**config.mk**
```make
export PLATFORM = sky130hd
export DESIGN_NAME = wpsc_host_ctl_flat
export DESIGN_NICKNAME = d
export VERILOG_FILES = /design/src/wpsc_pkg.sv /design/src/wpsc_bus_if.sv /design/src/wpsc_host_ctl.sv /design/src/flat_wrapper.sv
export SDC_FILE = /design/constraint.sdc
export NUM_CORES = 1
export LEC_CHECK = 0
export ABC_AREA = 1
export BUFFER_PORTS_ARGS = -buffer_cell sky130_fd_sc_hd__buf_4
export CAP_MARGIN = 10
export CORE_ASPECT_RATIO = 0.7
export CORE_MARGIN = 2
export CORE_UTILIZATION = 58
export CTS_CLUSTER_DIAMETER = 150
export CTS_CLUSTER_SIZE = 25
export DETAILED_ROUTE_END_ITERATION = 10
export GPL_TIMING_DRIVEN = 0
export HOLD_SLACK_MARGIN = 0.1
export PLACE_DENSITY = 0.85
export SETUP_SLACK_MARGIN = 0.4
export SLEW_MARGIN = 30
export SYNTH_ARGS = -nofsm -noshare
export SYNTH_HDL_FRONTEND = slang
export SYNTH_SLANG_ARGS = --single-unit
```
**constraint.sdc**
```tcl
create_clock -name sys_clk -period 2.7 [get_ports sys_clk]
set_input_delay 0.405 -clock sys_clk [delete_from_list [all_inputs] [get_ports sys_clk]]
set_output_delay 0.405 -clock sys_clk [all_outputs]
set_load 0.1 [all_outputs]
```
**src/wpsc_pkg.sv**
```systemverilog
// shared constants for the word program sequencer and its host
// assumes both ends run on one 20 MHz clock
`default_nettype none
package wpsc_pkg;
  // command codes on the low data byte
  localparam logic [7:0] CMD_SETUP  = 8'h41;
  localparam logic [7:0] CMD_ARRAY  = 8'hFF;
  localparam logic [7:0] CMD_STATUS = 8'h70;
  localparam logic [7:0] CMD_CLEAR  = 8'h50;
  // status byte fields
  localparam int READY_POS  = 7;
  localparam int FAIL_POS   = 4;
  localparam int SUPPLY_POS = 3;
  localparam int LOCK_POS   = 1;
  // timing
  localparam int CLK_NS       = 50;
  localparam int PROG_TIME_NS = 2000;
  localparam int PROG_CYCLES  = (PROG_TIME_NS + CLK_NS - 1) / CLK_NS;
  // host register byte offsets
  localparam logic [7:0] REG_CTRL  = 8'h00;
  localparam logic [7:0] REG_ADDR  = 8'h04;
  localparam logic [7:0] REG_WDATA = 8'h08;
  localparam logic [7:0] REG_STAT  = 8'h0C;
  localparam logic [7:0] REG_IRQ   = 8'h10;
  localparam logic [7:0] REG_MASK  = 8'h14;
  // control fields
  localparam int CHECK_EACH_POS = 3;
  localparam logic [2:0] OP_NONE  = 3'h0;
  localparam logic [2:0] OP_PROG  = 3'h1;
  localparam logic [2:0] OP_ARRAY = 3'h2;
  localparam logic [2:0] OP_CLEAR = 3'h3;
  localparam logic [2:0] OP_READ  = 3'h4;
  localparam logic [2:0] OP_CHECK = 3'h5;
  // interrupt bits
  localparam int IRQ_DONE = 0;
  localparam int IRQ_ERR  = 1;
  localparam int IRQ_REF  = 2;
  localparam int IRQ_W    = 3;
endpackage
`default_nettype wire

```
**src/wpsc_bus_if.sv**
```systemverilog
// command bus between host controller and flash sequencer
// assumes both ends share sys_clk; wr and rd are one-cycle strobes
`default_nettype none
interface wpsc_bus_if #(parameter int AW = 6);
  logic [AW-1:0] addr;
  logic [15:0]   wdata;
  logic          wr;
  logic          rd;
  logic [15:0]   rdata;
  logic          rvalid;
  modport host (output addr, wdata, wr, rd, input rdata, rvalid);
  modport dev  (input addr, wdata, wr, rd, output rdata, rvalid);
endinterface
`default_nettype wire

```
**src/wpsc_host_ctl.sv**
```systemverilog
// host side: wishbone registers driving flash command sequences
// assumes a classic wishbone master and the flash end on one clock
`default_nettype none
// Notes on behaviour
// setup write 0x41 at target word
// next write carries data, same address
// device answers reads with status, bit7 ready
// every word repeats both writes
// check errors per word or per series
// write 0xFF to return to array
// supply error sticks, blocks programs
// program failure sets fail bit
// locked block aborts, sets lock bit
// only clear command drops error bits
// on error, clear before anything else
// poll until ready before judging
module wpsc_host_ctl #(
  parameter int AW = 6
) (
  // clock and reset
  input  wire logic        sys_clk,
  input  wire logic        nrst,
  // wishbone slave
  input  wire logic        wb_cyc_i,
  input  wire logic        wb_stb_i,
  input  wire logic        wb_we_i,
  input  wire logic [7:0]  wb_adr_i,
  input  wire logic [31:0] wb_dat_i,
  input  wire logic [3:0]  wb_sel_i,
  output logic [31:0]      wb_dat_o,
  output logic             wb_ack_o,
  output logic             irq,
  // flash command bus
  wpsc_bus_if.host         bus
);
  typedef enum logic [2:0] {
    WPSC_HIDLE  = 3'b000,
    WPSC_HSETUP = 3'b001,
    WPSC_HDATA  = 3'b010,
    WPSC_HCMD   = 3'b011,
    WPSC_HPOLL  = 3'b100,
    WPSC_HWAIT  = 3'b101
  } wpsc_hstate_type;

  wpsc_hstate_type         state, next_state;
  logic [2:0]              op, next_op;
  logic                    check_each, next_check_each;
  logic [AW-1:0]           addr, next_addr;
  logic [15:0]             wdata, next_wdata;
  logic                    err, next_err;
  logic [7:0]              last_sr, next_last_sr;
  logic [15:0]             rdat, next_rdat;
  logic [wpsc_pkg::IRQ_W-1:0] irqs, next_irqs, mask, next_mask;
  logic                    ack, next_ack;
  logic [31:0]             dat, next_dat;
  logic                    irq_q, next_irq_q;
  logic                    bwr, next_bwr;
  logic                    brd, next_brd;
  logic [AW-1:0]           baddr, next_baddr;
  logic [15:0]             bdata, next_bdata;
  logic                    hit, wr_hit, rd_hit;
  logic [7:0]              reg_off;
  logic [31:0]             cur, wm;
  logic [2:0]              new_op;
  logic [wpsc_pkg::IRQ_W-1:0] ev;
  logic [7:0]              cmd;

  ////////////////////////////////////////////////////////////////////////
  // register currently addressed, for byte lane merge
  always_comb
  begin
    reg_off = {wb_adr_i[7:2], 2'b00};
    unique case (reg_off)
      wpsc_pkg::REG_CTRL:  cur = {28'h0000000, check_each, op};
      wpsc_pkg::REG_ADDR:  cur = 32'(addr);
      wpsc_pkg::REG_WDATA: cur = {16'h0000, wdata};
      wpsc_pkg::REG_STAT:  cur = {rdat, last_sr, 6'h00, err,
                                  state != WPSC_HIDLE};
      wpsc_pkg::REG_IRQ:   cur = 32'(irqs);
      wpsc_pkg::REG_MASK:  cur = 32'(mask);
      default:             cur = 32'h00000000;
    endcase
    for (int b = 0; b < 4; b++)
    begin
      wm[b*8 +: 8] = wb_sel_i[b] ? wb_dat_i[b*8 +: 8] : cur[b*8 +: 8];
    end
  end

  ////////////////////////////////////////////////////////////////////////
  always_comb
  begin
    hit = wb_cyc_i & wb_stb_i;
    wr_hit = hit & wb_ack_o & wb_we_i;
    rd_hit = hit & wb_ack_o & ~wb_we_i;
    next_ack = hit & ~ack;
    next_dat = dat;
    if (hit & ~ack)
    begin
      next_dat = wb_we_i ? 32'h00000000 : cur;
    end
    next_state = state;
    next_op = op;
    next_check_each = check_each;
    next_addr = addr;
    next_wdata = wdata;
    next_err = err;
    next_last_sr = last_sr;
    next_rdat = rdat;
    next_mask = mask;
    next_bwr = 1'b0;
    next_brd = 1'b0;
    next_baddr = baddr;
    next_bdata = bdata;
    ev = '0;
    new_op = wpsc_pkg::OP_NONE;
    cmd = wpsc_pkg::CMD_ARRAY;
    if (wr_hit)
    begin
      unique case (reg_off)
        wpsc_pkg::REG_CTRL:
        begin
          new_op = wm[2:0];
          next_check_each = wm[wpsc_pkg::CHECK_EACH_POS];
        end
        wpsc_pkg::REG_ADDR:  next_addr = wm[AW-1:0];
        wpsc_pkg::REG_WDATA: next_wdata = wm[15:0];
        wpsc_pkg::REG_MASK:  next_mask = wm[wpsc_pkg::IRQ_W-1:0];
        default:             next_mask = mask;
      endcase
    end
    if (new_op != wpsc_pkg::OP_NONE)
    begin
      // a known error blocks all but the clear command
      if (state != WPSC_HIDLE ||
          (err && new_op != wpsc_pkg::OP_CLEAR))
      begin
        ev[wpsc_pkg::IRQ_REF] = 1'b1;
      end
      else
      begin
        next_op = new_op;
        if (new_op == wpsc_pkg::OP_PROG)
        begin
          next_state = WPSC_HSETUP;
        end
        else if (new_op == wpsc_pkg::OP_READ)
        begin
          next_state = WPSC_HPOLL;
        end
        else
        begin
          next_state = WPSC_HCMD;
        end
      end
    end
    unique case (op)
      wpsc_pkg::OP_CLEAR: cmd = wpsc_pkg::CMD_CLEAR;
      wpsc_pkg::OP_CHECK: cmd = wpsc_pkg::CMD_STATUS;
      default:            cmd = wpsc_pkg::CMD_ARRAY;
    endcase
    unique case (state)
      WPSC_HIDLE: next_bwr = 1'b0;
      WPSC_HSETUP:
      begin
        // each word gets its own setup write
        next_bwr = 1'b1;
        next_baddr = addr;
        next_bdata = {8'h00, wpsc_pkg::CMD_SETUP};
        next_state = WPSC_HDATA;
      end
      WPSC_HDATA:
      begin
        next_bwr = 1'b1;
        next_baddr = addr;
        next_bdata = wdata;
        next_state = WPSC_HPOLL;
      end
      WPSC_HCMD:
      begin
        next_bwr = 1'b1;
        next_baddr = addr;
        next_bdata = {8'h00, cmd};
        if (op == wpsc_pkg::OP_CHECK)
        begin
          next_state = WPSC_HPOLL;
        end
        else
        begin
          if (op == wpsc_pkg::OP_CLEAR)
          begin
            next_err = 1'b0;
          end
          ev[wpsc_pkg::IRQ_DONE] = 1'b1;
          next_state = WPSC_HIDLE;
        end
      end
      WPSC_HPOLL:
      begin
        next_brd = 1'b1;
        next_baddr = addr;
        next_state = WPSC_HWAIT;
      end
      WPSC_HWAIT:
      begin
        if (bus.rvalid)
        begin
          if (op == wpsc_pkg::OP_READ)
          begin
            next_rdat = bus.rdata;
            ev[wpsc_pkg::IRQ_DONE] = 1'b1;
            next_state = WPSC_HIDLE;
          end
          else
          begin
            next_last_sr = bus.rdata[7:0];
            if (!bus.rdata[wpsc_pkg::READY_POS])
            begin
              next_state = WPSC_HPOLL;
            end
            else
            begin
              ev[wpsc_pkg::IRQ_DONE] = 1'b1;
              next_state = WPSC_HIDLE;
              // per word or only on an explicit check
              if ((check_each || op == wpsc_pkg::OP_CHECK) &&
                  (bus.rdata[wpsc_pkg::SUPPLY_POS] ||
                   bus.rdata[wpsc_pkg::FAIL_POS] ||
                   bus.rdata[wpsc_pkg::LOCK_POS]))
              begin
                next_err = 1'b1;
                ev[wpsc_pkg::IRQ_ERR] = 1'b1;
              end
            end
          end
        end
      end
      default: next_state = WPSC_HIDLE;
    endcase
    // read clears, but a new event in that cycle survives
    next_irqs = (rd_hit && reg_off == wpsc_pkg::REG_IRQ) ? ev : irqs | ev;
    next_irq_q = |(next_irqs & next_mask);
  end

  always_ff @(posedge sys_clk or negedge nrst)
  begin
    if (!nrst)
    begin
      state <= WPSC_HIDLE;
      op <= wpsc_pkg::OP_NONE;
      check_each <= 1'b1;
      addr <= '0;
      wdata <= 16'h0000;
      err <= 1'b0;
      last_sr <= 8'h00;
      rdat <= 16'h0000;
      irqs <= '0;
      mask <= '0;
      ack <= 1'b0;
      dat <= 32'h00000000;
      irq_q <= 1'b0;
      bwr <= 1'b0;
      brd <= 1'b0;
      baddr <= '0;
      bdata <= 16'h0000;
    end
    else
    begin
      state <= next_state;
      op <= next_op;
      check_each <= next_check_each;
      addr <= next_addr;
      wdata <= next_wdata;
      err <= next_err;
      last_sr <= next_last_sr;
      rdat <= next_rdat;
      irqs <= next_irqs;
      mask <= next_mask;
      ack <= next_ack;
      dat <= next_dat;
      irq_q <= next_irq_q;
      bwr <= next_bwr;
      brd <= next_brd;
      baddr <= next_baddr;
      bdata <= next_bdata;
    end
  end

  assign wb_ack_o = ack;
  assign wb_dat_o = dat;
  assign irq = irq_q;
  assign bus.wr = bwr;
  assign bus.rd = brd;
  assign bus.addr = baddr;
  assign bus.wdata = bdata;
endmodule
`default_nettype wire

```
**src/flat_wrapper.sv**
```systemverilog
// flat-port wrapper written by rule: the top's interface ports become plain ports
module wpsc_host_ctl_flat 
#(
  parameter int AW = 6
)
  (sys_clk, nrst, wb_cyc_i, wb_stb_i, wb_we_i, wb_adr_i, wb_dat_i, wb_sel_i, wb_dat_o, wb_ack_o, irq, bus_addr, bus_wdata, bus_wr, bus_rd, bus_rdata, bus_rvalid);
  wpsc_bus_if #(.AW(AW)) bus_i ();
  input  wire logic sys_clk;
  input  wire logic nrst;
  input  wire logic wb_cyc_i;
  input  wire logic wb_stb_i;
  input  wire logic wb_we_i;
  input  wire logic [7:0] wb_adr_i;
  input  wire logic [31:0] wb_dat_i;
  input  wire logic [3:0] wb_sel_i;
  output logic [31:0] wb_dat_o;
  output logic wb_ack_o;
  output logic irq;
  output wire logic [$bits(bus_i.addr)-1:0] bus_addr;
  output wire logic [$bits(bus_i.wdata)-1:0] bus_wdata;
  output wire logic [$bits(bus_i.wr)-1:0] bus_wr;
  output wire logic [$bits(bus_i.rd)-1:0] bus_rd;
  input wire logic [$bits(bus_i.rdata)-1:0] bus_rdata;
  input wire logic [$bits(bus_i.rvalid)-1:0] bus_rvalid;
  assign bus_addr = bus_i.addr;
  assign bus_wdata = bus_i.wdata;
  assign bus_wr = bus_i.wr;
  assign bus_rd = bus_i.rd;
  assign bus_i.rdata = bus_rdata;
  assign bus_i.rvalid = bus_rvalid;
  wpsc_host_ctl #(.AW(AW)) u_core (.sys_clk(sys_clk), .nrst(nrst), .wb_cyc_i(wb_cyc_i), .wb_stb_i(wb_stb_i), .wb_we_i(wb_we_i), .wb_adr_i(wb_adr_i), .wb_dat_i(wb_dat_i), .wb_sel_i(wb_sel_i), .wb_dat_o(wb_dat_o), .wb_ack_o(wb_ack_o), .irq(irq), .bus(bus_i));
endmodule
```
**Word level (Yosys, flattened, before mapping)**

Index checks and enable logic that the tools add are counted.
Widths: inputs -> output; s select.

- Input port bits: 66
- Output and inout port bits: 58
- Bits in registers: 118
- Word-level logic and storage cells: 113

- Equality and inequality tests: 22
- Muxes and demuxes: 39
- Reduce and logical (&&, ||, !) cells: 24
- Bitwise gates (word level): 11

Operator list:

| kind | count |
|---|---|
| $pmux 32 s6 | 1 |
| $pmux 16 s3 | 1 |
| $mux 3 | 13 |
| $mux 32 | 1 |
| $pmux 3 s6 | 1 |
| $mux 8 | 2 |
| $pmux 8 s2 | 1 |
| $eq 3x3->1 const B | 5 |
| $mux 1 | 15 |
| $eq 6x2->1 const B | 2 |
| $eq 6x3->1 const B | 2 |
| $eq 3x2->1 const B | 3 |
| $reduce_bool 3->1 | 3 |
| $logic_not 8->1 | 1 |
| $ne 2x2->1 const B | 4 |
| $reduce_and 2->1 | 4 |
| $reduce_and 7->1 | 1 |
| $eq 3x1->1 const B | 2 |
| $eq 6x1->1 const B | 1 |
| $logic_not 6->1 | 1 |
| $reduce_and 3->1 | 2 |
| $reduce_or 3->1 | 2 |
| $and 1x1->1 | 5 |
| $logic_or 1x1->1 | 4 |
| 11 further kinds | 19 |

**Depth between registers and ports, before layout**

- Depth in word-level cells: 14
- Gate-level depth with buffers: 18
- Mapped depth without buffers: 18

**Worst setup path after synthesis**

No wires, ideal clock.

- Path kind: register -> register
- From: register u_core.ack (netlist: u_core.wb_ack_o)
- To: register u_core.irq_q (netlist: u_core.irq)
- Data arrival time: 2.161 ns
- Buffers on the path: 0
- Slack: 0.422 ns
- Setup time: 0.117 ns
- Cell stages (with the launch flop): 13
- Period minus slack after synthesis: 2.278 ns
- Required time: 2.583 ns
- Path through: dfrtp_1 -> and3_1 -> inv_1 -> nor2_2 -> nand2_1 -> nor2_2 -> nand3_2 -> nand2_2 -> nand2_4 -> nand2_1 -> nand2_2 -> nand2_1 -> nand2_1

- Word-level cells in the longest chain between the ends: 12
- Elaborated cells on any way between the ends: 16
- Those cells by class: 1 x eq/ne; 5 x mux; 5 x bitwise; 5 x reduce/logical

RTL lines:

| what | line | source |
|---|---|---|
| start, declared | wpsc_host_ctl.sv:54 | `logic ack, next_ack;` |
| start signal, assigned | wpsc_host_ctl.sv:278 | `ack <= next_ack;` |
| $and 1x1->1 * | wpsc_host_ctl.sv:93, wpsc_host_ctl.sv:94 |  |
| $and 1x1->1 | wpsc_host_ctl.sv:93 | `wr_hit = hit & wb_ack_o & wb_we_i;` |
| $mux 3 | wpsc_host_ctl.sv:117 | `if (wr_hit)` |
| $ne 3x2->1 | wpsc_host_ctl.sv:135 | `(err && new_op != wpsc_pkg::OP_CLEAR))` |
| $logic_and 1x1->1 | wpsc_host_ctl.sv:135 |  |
| $logic_or 1x1->1 | wpsc_host_ctl.sv:134 | `if (state != WPSC_HIDLE \|\|` |
| $mux 1 | wpsc_host_ctl.sv:134 |  |
| $mux 1 | wpsc_host_ctl.sv:131 | `if (new_op != wpsc_pkg::OP_NONE)` |
| $or 3x3->3 | wpsc_host_ctl.sv:240 | `next_irqs = (rd_hit && reg_off == wpsc_pkg::REG_IRQ) ? ev : irqs \| ev;` |
| $mux 3 * | wpsc_host_ctl.sv:240 |  |
| via u_core.next_irqs, one bit | wpsc_host_ctl.sv:53 | `logic [wpsc_pkg::IRQ_W-1:0] irqs, next_irqs, mask, next_mask;` |
| $and 3x3->3 * | wpsc_host_ctl.sv:241 | `next_irq_q = \|(next_irqs & next_mask);` |
| $reduce_or 3->1 * | wpsc_host_ctl.sv:241 |  |
| via u_core.next_irq_q | wpsc_host_ctl.sv:56 | `logic irq_q, next_irq_q;` |
| end signal, assigned | wpsc_host_ctl.sv:280 | `irq_q <= next_irq_q;` |
| end, declared | wpsc_host_ctl.sv:56 |  |

The timed path passes the listed nets; every way through them passes the cells marked *.
A chain may end at the register's enable or synchronous reset.

**Final worst setup path**

- From: register u_core.op[0]
- To: register u_core.irq_q (netlist: u_core.irq)

- Elaborated cells on any way between the ends: 28
- Those cells by class: 3 x eq/ne; 17 x mux; 2 x bitwise; 6 x reduce/logical

RTL lines:

| what | line | source |
|---|---|---|
| start, declared | wpsc_host_ctl.sv:46 | `logic [2:0] op, next_op;` |
| start signal, assigned | wpsc_host_ctl.sv:249 | `op <= wpsc_pkg::OP_NONE;` |
| start signal, assigned | wpsc_host_ctl.sv:269 | `op <= next_op;` |
| $eq 3x3->1 | wpsc_host_ctl.sv:225 | `if ((check_each \|\| op == wpsc_pkg::OP_CHECK) &&` |
| $logic_or 1x1->1 | wpsc_host_ctl.sv:225 |  |
| $logic_and 1x1->1 | wpsc_host_ctl.sv:225 |  |
| $mux 1 | wpsc_host_ctl.sv:225 |  |
| $mux 2 | wpsc_host_ctl.sv:216 | `if (!bus.rdata[wpsc_pkg::READY_POS])` |
| $mux 1 * | wpsc_host_ctl.sv:207 | `if (op == wpsc_pkg::OP_READ)` |
| $mux 2 * | wpsc_host_ctl.sv:205 | `if (bus.rvalid)` |
| $mux 1 * | wpsc_host_ctl.sv:161 | `unique case (state)` |
| $or 3x3->3 | wpsc_host_ctl.sv:240 |  |
| $mux 3 * | wpsc_host_ctl.sv:240 |  |
| via u_core.next_irqs, one bit | wpsc_host_ctl.sv:53 |  |
| $and 3x3->3 * | wpsc_host_ctl.sv:241 |  |
| $reduce_or 3->1 * | wpsc_host_ctl.sv:241 |  |
| via u_core.next_irq_q | wpsc_host_ctl.sv:56 |  |

Marks and branches as above.

==> results.py <==
metrics = {
    "outcome": {
        "status": "finished, final reports clean",
    },
    "floorplan": {
        "fp.dieArea_um2": 9868,
        "io_pins": 124,
        "rows": 29,
        "initial_core_util_pct": 58.99,
        "core_area_um2": 8926,
        "die_w_um": 117.9,
        "die_h_um": 83.72,
    },
    "sta": {
        "setup_violations": 0,
        "min_period_ns": 2.108,
        "finalSetupTns_ns": 0,
        "finClkSkew_ns": 0.005362,
        "worst_slack_ns": 0.5922,
        "worst_slew_pin_slew_ns": 0.6803,
        "maxSlewHeadroom_pct": 54.30,
        "hold_slack_ns": 0.2346,
        "finalHoldViolations": 0,
        "post-route-period-util_pct": 78.07,
        "rsz0062_at_grt": "false",
        "final_max_slew_viol_count": 0,
        "fmax_mhz": 474.4,
    },
    "cts": {
        "clock_path_buffers": 2,
        "htree_levels": 4,
        "cts-root-buf": "clkbuf_16",
        "cts.sinks": 118,
        "clk_pin_slew_ns": 0.05,
        "cts_tree": "yes",
        "cts_setup_buffers": 0,
        "clkLatencyLatePin_ns": 0.42,
        "cts_buffers": 17,
    },
    "worst_setup_path": {
        "arrival_ns": 2.47,
        "critPathMostFrequentCell": "nand2_1",
        "worstSetupEndpointType": "register",
        "crit_type": "register to register",
        "worst-path-buf-inv": 3,
        "cpMaxStageDelayCell": "nor3_1",
        "start_kind": "register",
        "crit_required_ns": 3.06,
        "critical_path.top_delay_family": "simple AND/OR/NAND/NOR gates",
        "cpPeakStageDelay_ns": 0.57,
        "crit_chain": "inv_1 > nor3_1 > o32ai_1 > inv_1 > a21oi_1 > nor3_2 > nand2_1 > nand2_1 > nand2_1 > nand2_1 > inv_1 > nand2_1",
        "worst-path-max-fanout": 4,
    },
    "routing": {
        "drt-total-wl_um": 15370,
        "dr.pass1.iters": 6,
        "vias": 4857,
        "routed_via_density": 5.728,
        "drt_iter0_drc": 637,
        "post-route-drc-count": 0,
        "wl_per_cell_um": 18.12,
        "detail-route-antenna-nets": 0,
    },
    "power_and_ir_drop": {
        "comb_power_share_pct": 18.7,
        "power_mw": 5.186,
        "power_frac_seq_pct": 36.7,
        "p_int_mw": 3.586,
        "pwr-share-clk_pct": 44.5,
        "powerDensity_nw_per_um2": 758.6,
        "cellLeakagePower_nw": 3.403,
        "p_sw_share_pct": 30.86,
        "vdd_drop_max_mv": 0.5934,
        "p_sw_mw": 1.600,
    },
    "logic_synthesis": {
        "seq_area_frac_synth_pct": 56.11,
        "synth_ff_type": "dfrtp_1",
        "syn_area_per_cell_um2": 8.954,
        "ys_ff_latch": 118,
        "synth_area_um2": 5265,
        "synthDistinctLibCells": 42,
        "synth-edff-count": 0,
        "syn_nets": 654,
        "async_flop_share_pct": 100.0,
        "yosysWarnings": 0,
        "synth_cells": 588,
    },
    "placed_design": {
        "io_buffers": 102,
        "pre_cts_ws_ns": 0.5037,
        "globalplace.congestion": 0.9271,
        "detailed_place_hpwl_um": 10820,
    },
    "grt": {
        "antenna_found_initial": 0,
        "grt_pass1_vias": 4816,
        "grt_pass1_wl_um": 24860,
        "grt_overflow": 0,
        "grt_max_degree": 75,
        "grt_use_total_pct": 32.91,
    },
    "cells_and_area": {
        "area_growth_pct": 29.85,
        "final_util_pct": 76.59,
        "diodes": 0,
        "drive_gt1_share_pct": 25.83,
        "fin_nets": 777,
    },
    "run": {
        "maxCapViolations": 0,
    },
    "hold_path": {
        "hold_path_class": "primary input to register",
    },
}
[path summary, 6_finish.rpt]
| check | from | endpoint | slack [ns] | cells after the start |
|---|---|---|---|---|
| max in group asynchronous | nrst | u_core.last_sr[0] | 1.55 | 3 |
| worst max-delay path | u_core.op[0] | u_core.irq | 0.59 | 12 |
| min in group asynchronous | nrst | u_core.mask[0] | 0.47 | 2 |
| worst min-delay path | bus_rdata[15] | u_core.rdat[15] | 0.23 | 2 |
| worst min register to register | u_core.wdata[4] | u_core.wdata[4] | 0.49 | 2 |
| worst max register to register | u_core.op[0] | u_core.irq | 0.59 | 12 |
[repair_timing]
action                                  4_1_cts  5_1_grt
endpoints found under the setup margin        0        5
hold endpoints to repair                     44        0
gates resized for setup                       0        1
hold buffers                                  1        0
[worst reg2reg max path: stages (launching register included)]
cell and delay, ns:
dfrtp_1 0.42, inv_1 0.10, nor3_1 0.57, o32ai_1 0.19, inv_1 0.12, a21oi_1 0.08, nor3_2 0.14, nand2_1 0.11
nand2_1 0.11, nand2_1 0.06, nand2_1 0.05, inv_1 0.04, nand2_1 0.05
[layout by cell type (no fill, tap or decap), drive strengths merged, types with 3 or more instances in the layout]
cell and n:
o21ai 124, nand2 121, dfrtp 117, buf 108, inv 71, nor2 47, clkbuf 39, a21oi 18
nand3 14, o211ai 10, nor3 8, a22oi 7, mux2 7, clkinv 6, nand4 4, a211oi 3
bufinv 3
[registers in the layout, summed over array words and instances (netlist names), 6 cells and up]
signal	count
u_core.bus.wdata	16
u_core.last_sr	8
u_core.wb_dat_o	32
u_core.bus.addr	6
u_core.rdat	16
u_core.addr	6
u_core.wdata	16
[power groups by stage]
stage	sequential, mW	combinational, mW	clock [mW]
after global routing	1.91	1.02	2.40
after detailed placement	1.93	0.957	0
after floorplan	2.38	0.219	0
final	1.90	0.972	2.31
after global placement	1.93	0.933	0
after CTS	1.90	0.967	2.30
[cells in the mapped netlist (6+ instances only)]
cell	instances	share of area [%]
nand2_1	110	7.8
o211ai_1	10	1.4
dfrtp_1	117	56
clkbuf_1	15	1.1
mux2_2	7	1.5
nor2_1	33	2.4
a21oi_1	17	1.6
nor3_1	6	0.57
inv_1	63	4.5
nor2_2	9	1.1
inv_2	7	0.50
nand2_2	8	0.95
nand3_1	11	1.0
o21ai_0	118	11
a22oi_1	7	1.0
[stage by stage]
stage / cells / area [um2]
floorplan: 588 / 5265
global placement: 814 / 6186
detailed placement: 815 / 6221
CTS: 848 / 6834
global route: 848 / 6837
finish: 848 / 6837
[kinds of logic after synthesis]
kind of cell	Yosys count	share of synthesized area (%)
buf+inv	93	6.844
simple gates	200	17.82
flops	118	56.11
compound gates	170	17.73
mux	7	1.497
[area by class of cell]
cell class / count / area, um2
Buffer: 20 / 83.83
Timing Repair Buffer: 104 / 810.8
Multi-Input combinational cell: 377 / 1953
Fill cell: 618 / 2090
Inverter: 73 / 276.5
Clock inverter: 8 / 121.4
Sequential cell: 118 / 2954
Tap cell: 124 / 155.1
Clock buffer: 24 / 481.7
[routing by layer]
layer  share of wire, %  track usage [%]  vias up  routed length, um
met5                  0                0        -                  0
met1                 42            46.00     2330               6431
met4                2.3            13.03        0                346
met3                 10            9.085       44               1555
li1                   -                -     2190                  -
met2                 46            49.31      293               7035
(Power assumes the default switching activity.)
